File: src/verilog/alarm_fet_pkg.sv
/*
 * package for the alarm mask and fet override register bank: register offsets,
 * field positions, reset values and the bundled types used by the bank.
 * assumes a 32-bit apb register bus and one 40 MHz device clock.
 */
`default_nettype none
package alarm_fet_pkg;
  // apb byte offsets
  localparam logic [7:0] MASK_OFS = 8'h00;
  localparam logic [7:0] FET_OFS = 8'h04;
  localparam logic [7:0] STATUS_OFS = 8'h08;
  localparam logic [7:0] RAW_OFS = 8'h0c;
  localparam logic [7:0] CFG_OFS = 8'h10;
  localparam logic [7:0] IRQ_STAT_OFS = 8'h14;
  localparam logic [7:0] IRQ_EN_OFS = 8'h18;
  localparam logic [7:0] IRQ_CLR_OFS = 8'h1c;
  // field positions
  localparam int CD_BIT = 1;
  localparam int CHARGE_FORCE_OFF_BIT = 3;
  localparam int DISCHARGE_FORCE_OFF_BIT = 2;
  localparam int CHARGE_FORCE_ON_BIT = 1;
  localparam int DISCHARGE_FORCE_ON_BIT = 0;
  localparam int OFF_PERMIT_BIT = 1;
  localparam int ON_PERMIT_BIT = 0;
  localparam logic [7:0] FET_WR_MASK = 8'h0f;
  // reset values
  localparam logic [15:0] DEFAULT_ALARM_MASK = 16'h0000;
  localparam logic [7:0] FET_RESET = 8'h00;
  localparam logic [1:0] CFG_RESET = 2'h0;
  localparam logic [1:0] IRQ_EN_RESET = 2'h0;
  // interrupt event positions
  localparam int IRQ_ALERT_BIT = 0;
  localparam int IRQ_TOGGLE_BIT = 1;

  // charge and discharge driver pair
  typedef struct packed {
    logic chg;
    logic dsg;
  } fet_pair_s;

  typedef enum logic [1:0] {
    APB_IDLE,
    APB_ACCESS
  } apb_phase_e;
endpackage : alarm_fet_pkg
`default_nettype wire

File: src/verilog/alarm_mask_fet_override.sv
/*
 * alarm mask and fet override register bank: masks raw alarm flags into a
 * latched alarm status that drives an active-low alert pin, builds the charge
 * detector toggle flag, and applies host fet force-on/force-off overrides.
 * assumes raw flags and the debounced charge detector come from the same clock
 * domain, and an apb master on the register port.
 */
`timescale 1ns/1ps
`default_nettype none
module alarm_mask_fet_override
  import alarm_fet_pkg::*;
(
  input wire logic clk_in, // 40 MHz device clock
  input wire logic rst_in, // synchronous reset, active high
  input wire logic psel_in, // apb select
  input wire logic penable_in, // apb enable
  input wire logic pwrite_in, // apb direction
  input wire logic [7:0] paddr_in, // apb byte address
  input wire logic [31:0] pwdata_in, // apb write data
  input wire logic [3:0] pstrb_in, // apb byte strobes
  output logic [31:0] prdata_out, // apb read data
  output logic pready_out, // apb ready
  output logic pslverr_out, // apb error on unmapped address
  input wire logic [15:0] raw_alarm_in, // unlatched alarm flags, bit 1 read back but never latched
  input wire logic charge_detect_in, // debounced charge detector level
  input wire fet_pair_s protect_on_in, // normal protection turn-on request
  output fet_pair_s fet_drive_out, // final driver enables
  output logic alert_n_out, // alert pin, active low
  output logic irq_out // level interrupt
);

  logic [15:0] alarm_source_mask_q;
  logic [7:0] fet_host_override_q;
  logic [1:0] permit_q; // [1] off permit, [0] on permit
  logic [15:0] alarm_status_q;
  logic [15:0] alarm_status_d;
  logic cd_prev_q;
  logic charge_detector_change_flag_q;
  logic [1:0] irq_stat_q;
  logic [1:0] irq_en_q;
  logic [15:0] gated_src;
  logic wr_en;
  logic rd_en;
  logic addr_ok;
  logic cd_clr;
  logic host_off_override_permit;
  logic host_on_override_permit;
  fet_pair_s force_off;
  fet_pair_s force_on;
  fet_pair_s drive_d;
  apb_phase_e phase_q;

  // access phase decode; slave answers in the first access cycle
  assign addr_ok = (paddr_in == MASK_OFS) || (paddr_in == FET_OFS) || (paddr_in == STATUS_OFS) ||
                   (paddr_in == RAW_OFS) || (paddr_in == CFG_OFS) || (paddr_in == IRQ_STAT_OFS) ||
                   (paddr_in == IRQ_EN_OFS) || (paddr_in == IRQ_CLR_OFS);
  assign wr_en = psel_in && penable_in && pwrite_in && addr_ok && pready_out;
  assign rd_en = psel_in && penable_in && !pwrite_in;

  // phase tracker: pready high for exactly one access cycle
  always_ff @(posedge clk_in) begin
    if (rst_in) begin
      phase_q <= APB_IDLE;
    end else if (psel_in && !penable_in) begin
      phase_q <= APB_ACCESS;
    end else begin
      phase_q <= APB_IDLE;
    end
  end

  always_ff @(posedge clk_in) begin
    if (rst_in) begin
      pready_out <= 1'b0;
      pslverr_out <= 1'b0;
    end else begin
      pready_out <= psel_in && !penable_in;
      pslverr_out <= psel_in && !penable_in && !addr_ok;
    end
  end

  // read mux, registered at setup so data stands with pready
  always_ff @(posedge clk_in) begin
    if (rst_in) begin
      prdata_out <= 32'h00000000;
    end else if (psel_in && !penable_in && !pwrite_in) begin
      unique case (paddr_in)
        MASK_OFS: prdata_out <= {16'h0000, alarm_source_mask_q};
        FET_OFS: prdata_out <= {24'h000000, fet_host_override_q & FET_WR_MASK};
        STATUS_OFS: prdata_out <= {16'h0000, alarm_status_q};
        RAW_OFS: prdata_out <= {16'h0000, raw_alarm_in};
        CFG_OFS: prdata_out <= {30'h0, permit_q};
        IRQ_STAT_OFS: prdata_out <= {30'h0, irq_stat_q};
        IRQ_EN_OFS: prdata_out <= {30'h0, irq_en_q};
        default: prdata_out <= 32'h00000000;
      endcase
    end else begin
      prdata_out <= 32'h00000000;
    end
  end

  // alarm mask, loaded from the default at reset and rewritable
  always_ff @(posedge clk_in) begin
    if (rst_in) begin
      alarm_source_mask_q <= DEFAULT_ALARM_MASK;
    end else if (wr_en && paddr_in == MASK_OFS) begin
      if (pstrb_in[0]) alarm_source_mask_q[7:0] <= pwdata_in[7:0];
      if (pstrb_in[1]) alarm_source_mask_q[15:8] <= pwdata_in[15:8];
    end
  end

  // fet override register; upper nibble never stored
  always_ff @(posedge clk_in) begin
    if (rst_in) begin
      fet_host_override_q <= FET_RESET;
    end else if (wr_en && paddr_in == FET_OFS && pstrb_in[0]) begin
      fet_host_override_q <= pwdata_in[7:0] & FET_WR_MASK;
    end
  end

  // configuration permission bits
  always_ff @(posedge clk_in) begin
    if (rst_in) begin
      permit_q <= CFG_RESET;
    end else if (wr_en && paddr_in == CFG_OFS && pstrb_in[0]) begin
      permit_q <= pwdata_in[1:0];
    end
  end

  // status bit 1 clear strobe; also keeps the stale flag from re-setting status
  assign cd_clr = wr_en && (paddr_in == STATUS_OFS) && pstrb_in[0] && pwdata_in[CD_BIT];

  // charge detector toggle flag, cleared by writing one to status bit 1
  always_ff @(posedge clk_in) begin
    if (rst_in) begin
      cd_prev_q <= 1'b0;
      charge_detector_change_flag_q <= 1'b0;
    end else begin
      cd_prev_q <= charge_detect_in;
      if (charge_detect_in != cd_prev_q) begin
        charge_detector_change_flag_q <= 1'b1;
      end else if (cd_clr) begin
        charge_detector_change_flag_q <= 1'b0;
      end
    end
  end

  // gate sources by mask; bit 1 takes the toggle flag, not the raw level
  generate
    for (genvar i = 0; i < 16; i++) begin : g_gate
      if (i == CD_BIT) begin : g_cd
        assign gated_src[i] = alarm_source_mask_q[i] & charge_detector_change_flag_q & ~cd_clr;
      end else begin : g_raw
        assign gated_src[i] = alarm_source_mask_q[i] & raw_alarm_in[i];
      end
    end
  endgenerate

  // latched status: set wins over write-one-to-clear
  always_comb begin
    alarm_status_d = alarm_status_q;
    if (wr_en && paddr_in == STATUS_OFS) begin
      alarm_status_d = alarm_status_q & ~pwdata_in[15:0];
    end
    alarm_status_d = alarm_status_d | gated_src;
  end

  always_ff @(posedge clk_in) begin
    if (rst_in) begin
      alarm_status_q <= 16'h0000;
    end else begin
      alarm_status_q <= alarm_status_d;
    end
  end

  // alert pin follows the latched status
  always_ff @(posedge clk_in) begin
    if (rst_in) begin
      alert_n_out <= 1'b1;
    end else begin
      alert_n_out <= ~(|alarm_status_d);
    end
  end

  // override resolution
  assign host_off_override_permit = permit_q[OFF_PERMIT_BIT];
  assign host_on_override_permit = permit_q[ON_PERMIT_BIT];
  assign force_off.chg = host_off_override_permit & fet_host_override_q[CHARGE_FORCE_OFF_BIT];
  assign force_off.dsg = host_off_override_permit & fet_host_override_q[DISCHARGE_FORCE_OFF_BIT];
  assign force_on.chg = host_on_override_permit & fet_host_override_q[CHARGE_FORCE_ON_BIT];
  assign force_on.dsg = host_on_override_permit & fet_host_override_q[DISCHARGE_FORCE_ON_BIT];

  always_comb begin
    drive_d.chg = !force_off.chg && (force_on.chg || protect_on_in.chg);
    drive_d.dsg = !force_off.dsg && (force_on.dsg || protect_on_in.dsg);
  end

  always_ff @(posedge clk_in) begin
    if (rst_in) begin
      fet_drive_out <= '0;
    end else begin
      fet_drive_out <= drive_d;
    end
  end

  // interrupt: sticky events, enable, write-one clear; set beats clear
  always_ff @(posedge clk_in) begin
    if (rst_in) begin
      irq_stat_q <= 2'h0;
      irq_en_q <= IRQ_EN_RESET;
    end else begin
      if (wr_en && paddr_in == IRQ_EN_OFS && pstrb_in[0]) begin
        irq_en_q <= pwdata_in[1:0];
      end
      for (int b = 0; b < 2; b++) begin
        if ((b == IRQ_ALERT_BIT && |gated_src) || (b == IRQ_TOGGLE_BIT && charge_detect_in != cd_prev_q)) begin
          irq_stat_q[b] <= 1'b1;
        end else if (wr_en && paddr_in == IRQ_CLR_OFS && pstrb_in[0] && pwdata_in[b]) begin
          irq_stat_q[b] <= 1'b0;
        end
      end
    end
  end

  always_ff @(posedge clk_in) begin
    if (rst_in) begin
      irq_out <= 1'b0;
    end else begin
      irq_out <= |(irq_stat_q & irq_en_q);
    end
  end
endmodule : alarm_mask_fet_override
`default_nettype wire

File: config.mk
export PLATFORM = sky130hd
export DESIGN_NAME = alarm_mask_fet_override
export DESIGN_NICKNAME = d
export VERILOG_FILES = /design/src/verilog/alarm_fet_pkg.sv /design/src/verilog/alarm_mask_fet_override.sv
export SDC_FILE = /design/constraint.sdc
export NUM_CORES = 1
export LEC_CHECK = 0
export BUFFER_PORTS_ARGS = -buffer_cell sky130_fd_sc_hd__buf_2
export CAP_MARGIN = 10
export CORE_MARGIN = 3
export CORE_UTILIZATION = 40
export DETAILED_ROUTE_END_ITERATION = 8
export PLACE_DENSITY = 0.68
export SYNTH_ARGS = -nofsm -noshare
export SYNTH_HDL_FRONTEND = slang
export SYNTH_SLANG_ARGS = --single-unit
File: constraint.sdc
create_clock -name clk_in -period 2.62 [get_ports clk_in]
set_input_delay 0.524 -clock clk_in [delete_from_list [all_inputs] [get_ports clk_in]]
set_output_delay 0.524 -clock clk_in [all_outputs]
set_load 0.01 [all_outputs]
# Word-level counts from Yosys, hierarchy flattened
# Index checks and enable logic that the tools add are counted.
dict set report totals {
  word_cells 108
  in_bits 68
  regBits 82
  ramBits 0
  latchBits 0
  n_memories 0
  mem_bits_ro 0
}
dict set report op_classes {
  order_cmp 0
  div_mod_pow 0
  bitwise_logic 28
  n_addsub 0
  eq_ne 8
  multipliers 0
  muxes 8
  shift 0
  reduce_logical 47
}
# cell n
set ops {}
lappend ops {{case mux 16 bit (7 select lines)} 1}
lappend ops {{== test 8 x 5 -> 1 bit (second input constant)} 4}
lappend ops {{OR reduction 16 bit} 2}
lappend ops {{logical AND 1 bit} 23}
lappend ops {{AND 1 bit} 21}
lappend ops {{AND 16 bit} 1}
lappend ops {{== test 8 x 4 -> 1 bit (second input constant)} 2}
lappend ops {{two-way mux 16 bit} 1}
lappend ops {{inverter 16 bit} 1}
lappend ops {{OR 16 bit} 1}
lappend ops {{logical OR 1 bit} 9}
lappend ops {{== test 8 x 3 -> 1 bit (second input constant)} 1}
lappend ops {{logical NOT 8 bit} 1}
lappend ops {{two-way mux 1 bit} 6}
lappend ops {{nonzero test 2 bit} 3}
lappend ops {{logical NOT 1 bit} 5}
lappend ops {{AND reduction 2 bit} 2}
lappend ops {{OR reduction 2 bit} 2}
lappend ops {{inverter 1 bit} 3}
lappend ops {{AND 2 bit} 1}
lappend ops {{!= test 1 bit} 1}

# Logic depth before layout (Yosys ltp)
dict set report depth {
  ltp_word 18
  depth_mapped 7
}

# Least setup slack after synthesis
# No wires, ideal clock.
dict set report synth_path {
  path_kind {input to register}
  from {input paddr_in[0]}
  to {register alert_n_out}
  setup_time_ns 0.059
  path_slack_ns 0.178
  cell_stages 7
  arrival_time_ns 2.382
  required_time_ns 2.561
  n_path_buf 1
  cell_sequence {or4_4 -> nor4_4 -> and2_1 -> buf_4 -> nand2_1 -> a2111oi_2 -> a31o_1}
}
dict set report synth_via {
  elab_chain_len 18
  word_cells_on_any_way 26
}
# element line
set synth_rtl {}
lappend synth_rtl {{start, declared} alarm_mask_fet_override.sv:18} ;# input wire logic [7:0] paddr_in,
lappend synth_rtl {{== test 8 x 3 -> 1 bit / logical NOT 8 bit (equally long branches)} alarm_mask_fet_override.sv:54} ;# assign addr_ok = (paddr_in == MASK_OFS) || (paddr_in == FET_OFS) || (paddr_in == STATUS_OFS) ||
lappend synth_rtl {{logical OR 1 bit (3 in series)} alarm_mask_fet_override.sv:54}
lappend synth_rtl {{logical OR 1 bit (3 in series)} alarm_mask_fet_override.sv:55} ;# (paddr_in == RAW_OFS) || (paddr_in == CFG_OFS) || (paddr_in == IRQ_STAT_OFS) ||
lappend synth_rtl {{logical OR 1 bit} alarm_mask_fet_override.sv:56} ;# (paddr_in == IRQ_EN_OFS) || (paddr_in == IRQ_CLR_OFS);
lappend synth_rtl {{logical AND 1 bit (2 in series)} alarm_mask_fet_override.sv:57} ;# assign wr_en = psel_in && penable_in && pwrite_in && addr_ok && pready_out;
lappend synth_rtl {{logical AND 1 bit (*)} {alarm_mask_fet_override.sv:130, alarm_mask_fet_override.sv:161}}
lappend synth_rtl {{logical AND 1 bit (2 in series)} alarm_mask_fet_override.sv:130} ;# assign cd_clr = wr_en && (paddr_in == STATUS_OFS) && pstrb_in[0] && pwdata_in[CD_BIT];
lappend synth_rtl {{inverter 1 bit} alarm_mask_fet_override.sv:151} ;# assign gated_src[i] = alarm_source_mask_q[i] & charge_detector_change_flag_q & ~cd_clr;
lappend synth_rtl {{AND 1 bit} alarm_mask_fet_override.sv:151}
lappend synth_rtl {{OR 16 bit (*)} alarm_mask_fet_override.sv:164} ;# alarm_status_d = alarm_status_d | gated_src;
lappend synth_rtl {{OR reduction 16 bit (*)} alarm_mask_fet_override.sv:180} ;# alert_n_out <= ~(|alarm_status_d);
lappend synth_rtl {{inverter 1 bit (*)} alarm_mask_fet_override.sv:180}
lappend synth_rtl {{end signal, assigned} alarm_mask_fet_override.sv:180}
lappend synth_rtl {{end, declared} alarm_mask_fet_override.sv:28} ;# output logic alert_n_out,
# Mark *: on every way between the ends. The rest lies on a longest branch, timed or not.
# A chain may end at the register's enable or synchronous reset.

# Worst setup path in the final report
# Ends and elaborated chain as after synthesis.

==> flow_summary.yaml <==
outcome:
  run_status: "finished, final reports clean"
timing:
  tightestPinTransition_ns: 0.508
  hold_ws_ns: 0.421
  post-route-period-util_pct: 86.8
  drv_slew: 0
  skew_ns: 0.00762
  rsz0062_at_grt: "false"
  max_clock_freq_ghz: 0.440
  relSlewSlack_pct: 66.1
  hold_viol_final: 0
  setup_viol: 0
  fin_crit_ns: 2.27
placed_design:
  dpl.hpwl_mm: 5.55
  placed_cell_area_sq_um: 3440
  io_buffers: 71
  gp_congestion: 0.834
floorplanning:
  coreArea_sq_um: 6940
  die_w_um: 91.7
  initial_core_util_pct: 42.3
  die_h_um: 91.7
  ioPinCount: 106
  dieArea_sq_um: 8410
  rows: 30
power_and_ir_drop:
  p_per_area_nw_per_um2: 550
  power.internal_mw: 1.50
  p_comb_share_pct: 7.3
  finalPower_mw: 2.00
  leakage_nw: 1.64
  p_seq_share_pct: 50.7
  clock_power_share_pct: 42.0
  switchingPower_mw: 0.495
  swShare_pct: 24.8
  ir_drop_uv: 201
critical_path:
  critPathCaptureType: "register"
  r2r_start: "pready_out$_SDFF_PP0_"
  cpMaxStageDelayCell: "or4_4"
  crit_arrival_ns: 2.57
  path_cells: "buf_2 -> or4_4 -> nor4_4 -> buf_4 -> nand3_1 -> a2111oi_0 -> and4_1 -> a31o_1"
  worst-path-max-fanout: 7
  crit_required_ns: 2.91
  slowest_delay_ns: 0.56
  crit_start: "paddr_in[0]"
  crit_type: "in2reg"
  critPathLaunchType: "input port"
yosys:
  synthDominantCellAreaShare_pct: 45.0
  postSynth.asyncResetShare_pct: 0
  ys.flop_type: "dfxtp_1"
  yosysUniqueCellTypes: 37
  yosysWarnings: 0
  yosysTopAreaCell: "dfxtp_1"
  synth_edf_count: 0
  yosysMostFrequentCell: "dfxtp_1"
  ys_top_cells_by_count: "dfxtp_1, nor2_1, a21oi_1, nand2_1, mux2i_1"
  syn-cell-area_sq_um: 2940
  synth.avg_cell_area_sq_um: 8.64
  synth_cells: 340
  ys_top_cells_by_area: "dfxtp_1, mux2i_1, nor2_1"
  ys_seq_area_share_pct: 45.0
  ys_seq_elements: 66
clock_network:
  cts_sinks: 66
  post-cts-setup-buffers: 0
  cts-buffers-inserted: 9
  cts_max_level: 3
  clockBufferDepth: 2
  clock_latency_ns: 0.35
  holdBufCountCts: 0
  clkTransAtPathRegs_ns: 0.07
  ctsResizeCount: 0
  root_buffer: "clkbuf_8"
  cts_tree: "built"
cells_and_area:
  drive_above_1_share_pct: 27.4
  final_area_sq_um: 3630
  areaGrowthSynthToFinish_pct: 23.7
  fill_cells: 676
  layout.nets: 494
  diodes: 0
global_route:
  grt_start_max_net_pins: 49
  grt_pass1_wl_mm: 12.5
  grt_pass1_vias: 2639
  grt_usage_pct: 18.6
  grt_antenna_before_repair: 0
  grt_overflow: 0
route:
  dr.first_iter.drc_count: 197
  ant_nets: 0
  dr.pass1.iters: 6
  avgViaCountPerCell: 5.01
  wl_per_cell_um: 14.5
  drc: 0
  vias: 2642
  drt_wl_total_mm: 7.66
hold_path:
  hp-start: "raw_alarm_in[14]"
  min_path_type: "in2reg"
flow_run:
  maxCapViolations: 0
[path summary, 6_finish.rpt]
path	to	slack, ns	depth (start not counted)
setup reg to reg	alert_n_out$_SDFF_PP1_	0.68	6
hold / removal	prdata_out[14]$_SDFF_PP0_	0.42	3
setup / recovery	alert_n_out$_SDFF_PP1_	0.35	8
hold reg to reg	alarm_status_q[6]$_SDFF_PP0_	0.47	2
[logic make-up (layout without fill, tap and decap cells)]
| family | after synthesis | in the layout | synth area share (%) |
|---|---|---|---|
| other cells | 1 | 16 | 0.128 |
| xor+xnor | 1 | 1 | 0.298 |
| buf+inv | 39 | 115 | 7.15 |
| flops | 66 | 66 | 45.0 |
| compound gates | 67 | 67 | 13.5 |
| mux | 34 | 34 | 13.3 |
| simple gates | 132 | 132 | 20.6 |
[state kept, by name, summed over array words and instances, names as in the netlist]
register and flops:
fet_host_override_q 4, fet_drive_out 2, alarm_source_mask_q 16, irq_stat_q 2, alert_n_out 1, alarm_status_q 16, pready_out 1, irq_en_q 2
permit_q 2, cd_prev_q 1, charge_detector_change_flag_q 1, prdata_out 16, pslverr_out 1, irq_out 1
[routing by layer]
layer	track usage, %	vias up	part of all wire [%]
li1	-	1317	-
met1	23.5	1229	44
met2	30.1	81	47
met3	3.86	15	6.4
met4	9.53	0	2.7
met5	0	-	0
[per-stage QoR]
stage	util, %	setup slack [ns]	instances	TNS (ns)
2_1_floorplan	-	0.178	355	0
3_3_place_gp	49.5	-0.0316	511	-0.0316
3_5_place_dp	49.5	-0.0165	511	-0.0165
4_1_cts	52.3	0.336	527	0
5_1_grt	52.3	0.175	527	0
6_report	52.3	0.345	527	0
[layout by cell type (no fill, tap or decap), types with 5 or more instances in the layout]
cell type  count
mux2i_1       30
buf_2         71
dfxtp_1       66
nor2_1        61
o21ai_0        5
buf_4         20
nor2b_1        6
inv_1          8
a21oi_1       40
clkbuf_8       9
a31oi_1        5
conb_1        16
nand3_1       14
nand2_1       32
a22oi_1        5
[cell type report]
class / count / area [sq um] / area share [%]
Multi-Input combinational cell: 250 / 1460 / 40.3
Tap cell: 96 / 120 / 3.31
Inverter: 8 / 30.0 / 0.826
Clock inverter: 7 / 70.1 / 1.93
Timing Repair Buffer: 91 / 505 / 13.9
Clock buffer: 9 / 124 / 3.41
Sequential cell: 66 / 1320 / 36.4
[critical path: cells and delay by family]
kind            cells  cell delay [ns]
simple gates        4             1.14
compound gates      2             0.60
buf+inv             2             0.29
[power by group through the flow]
stage               clock network, mW  registers (mW)  logic [mW]
floorplan                           0            1.04      0.0852
global route                    0.896            1.01       0.158
finish                          0.840            1.01       0.145
detailed placement                  0            1.04       0.144
CTS                             0.851            1.01       0.144
global placement                    0            1.04       0.144
Power figures use the tool's default switching activity.
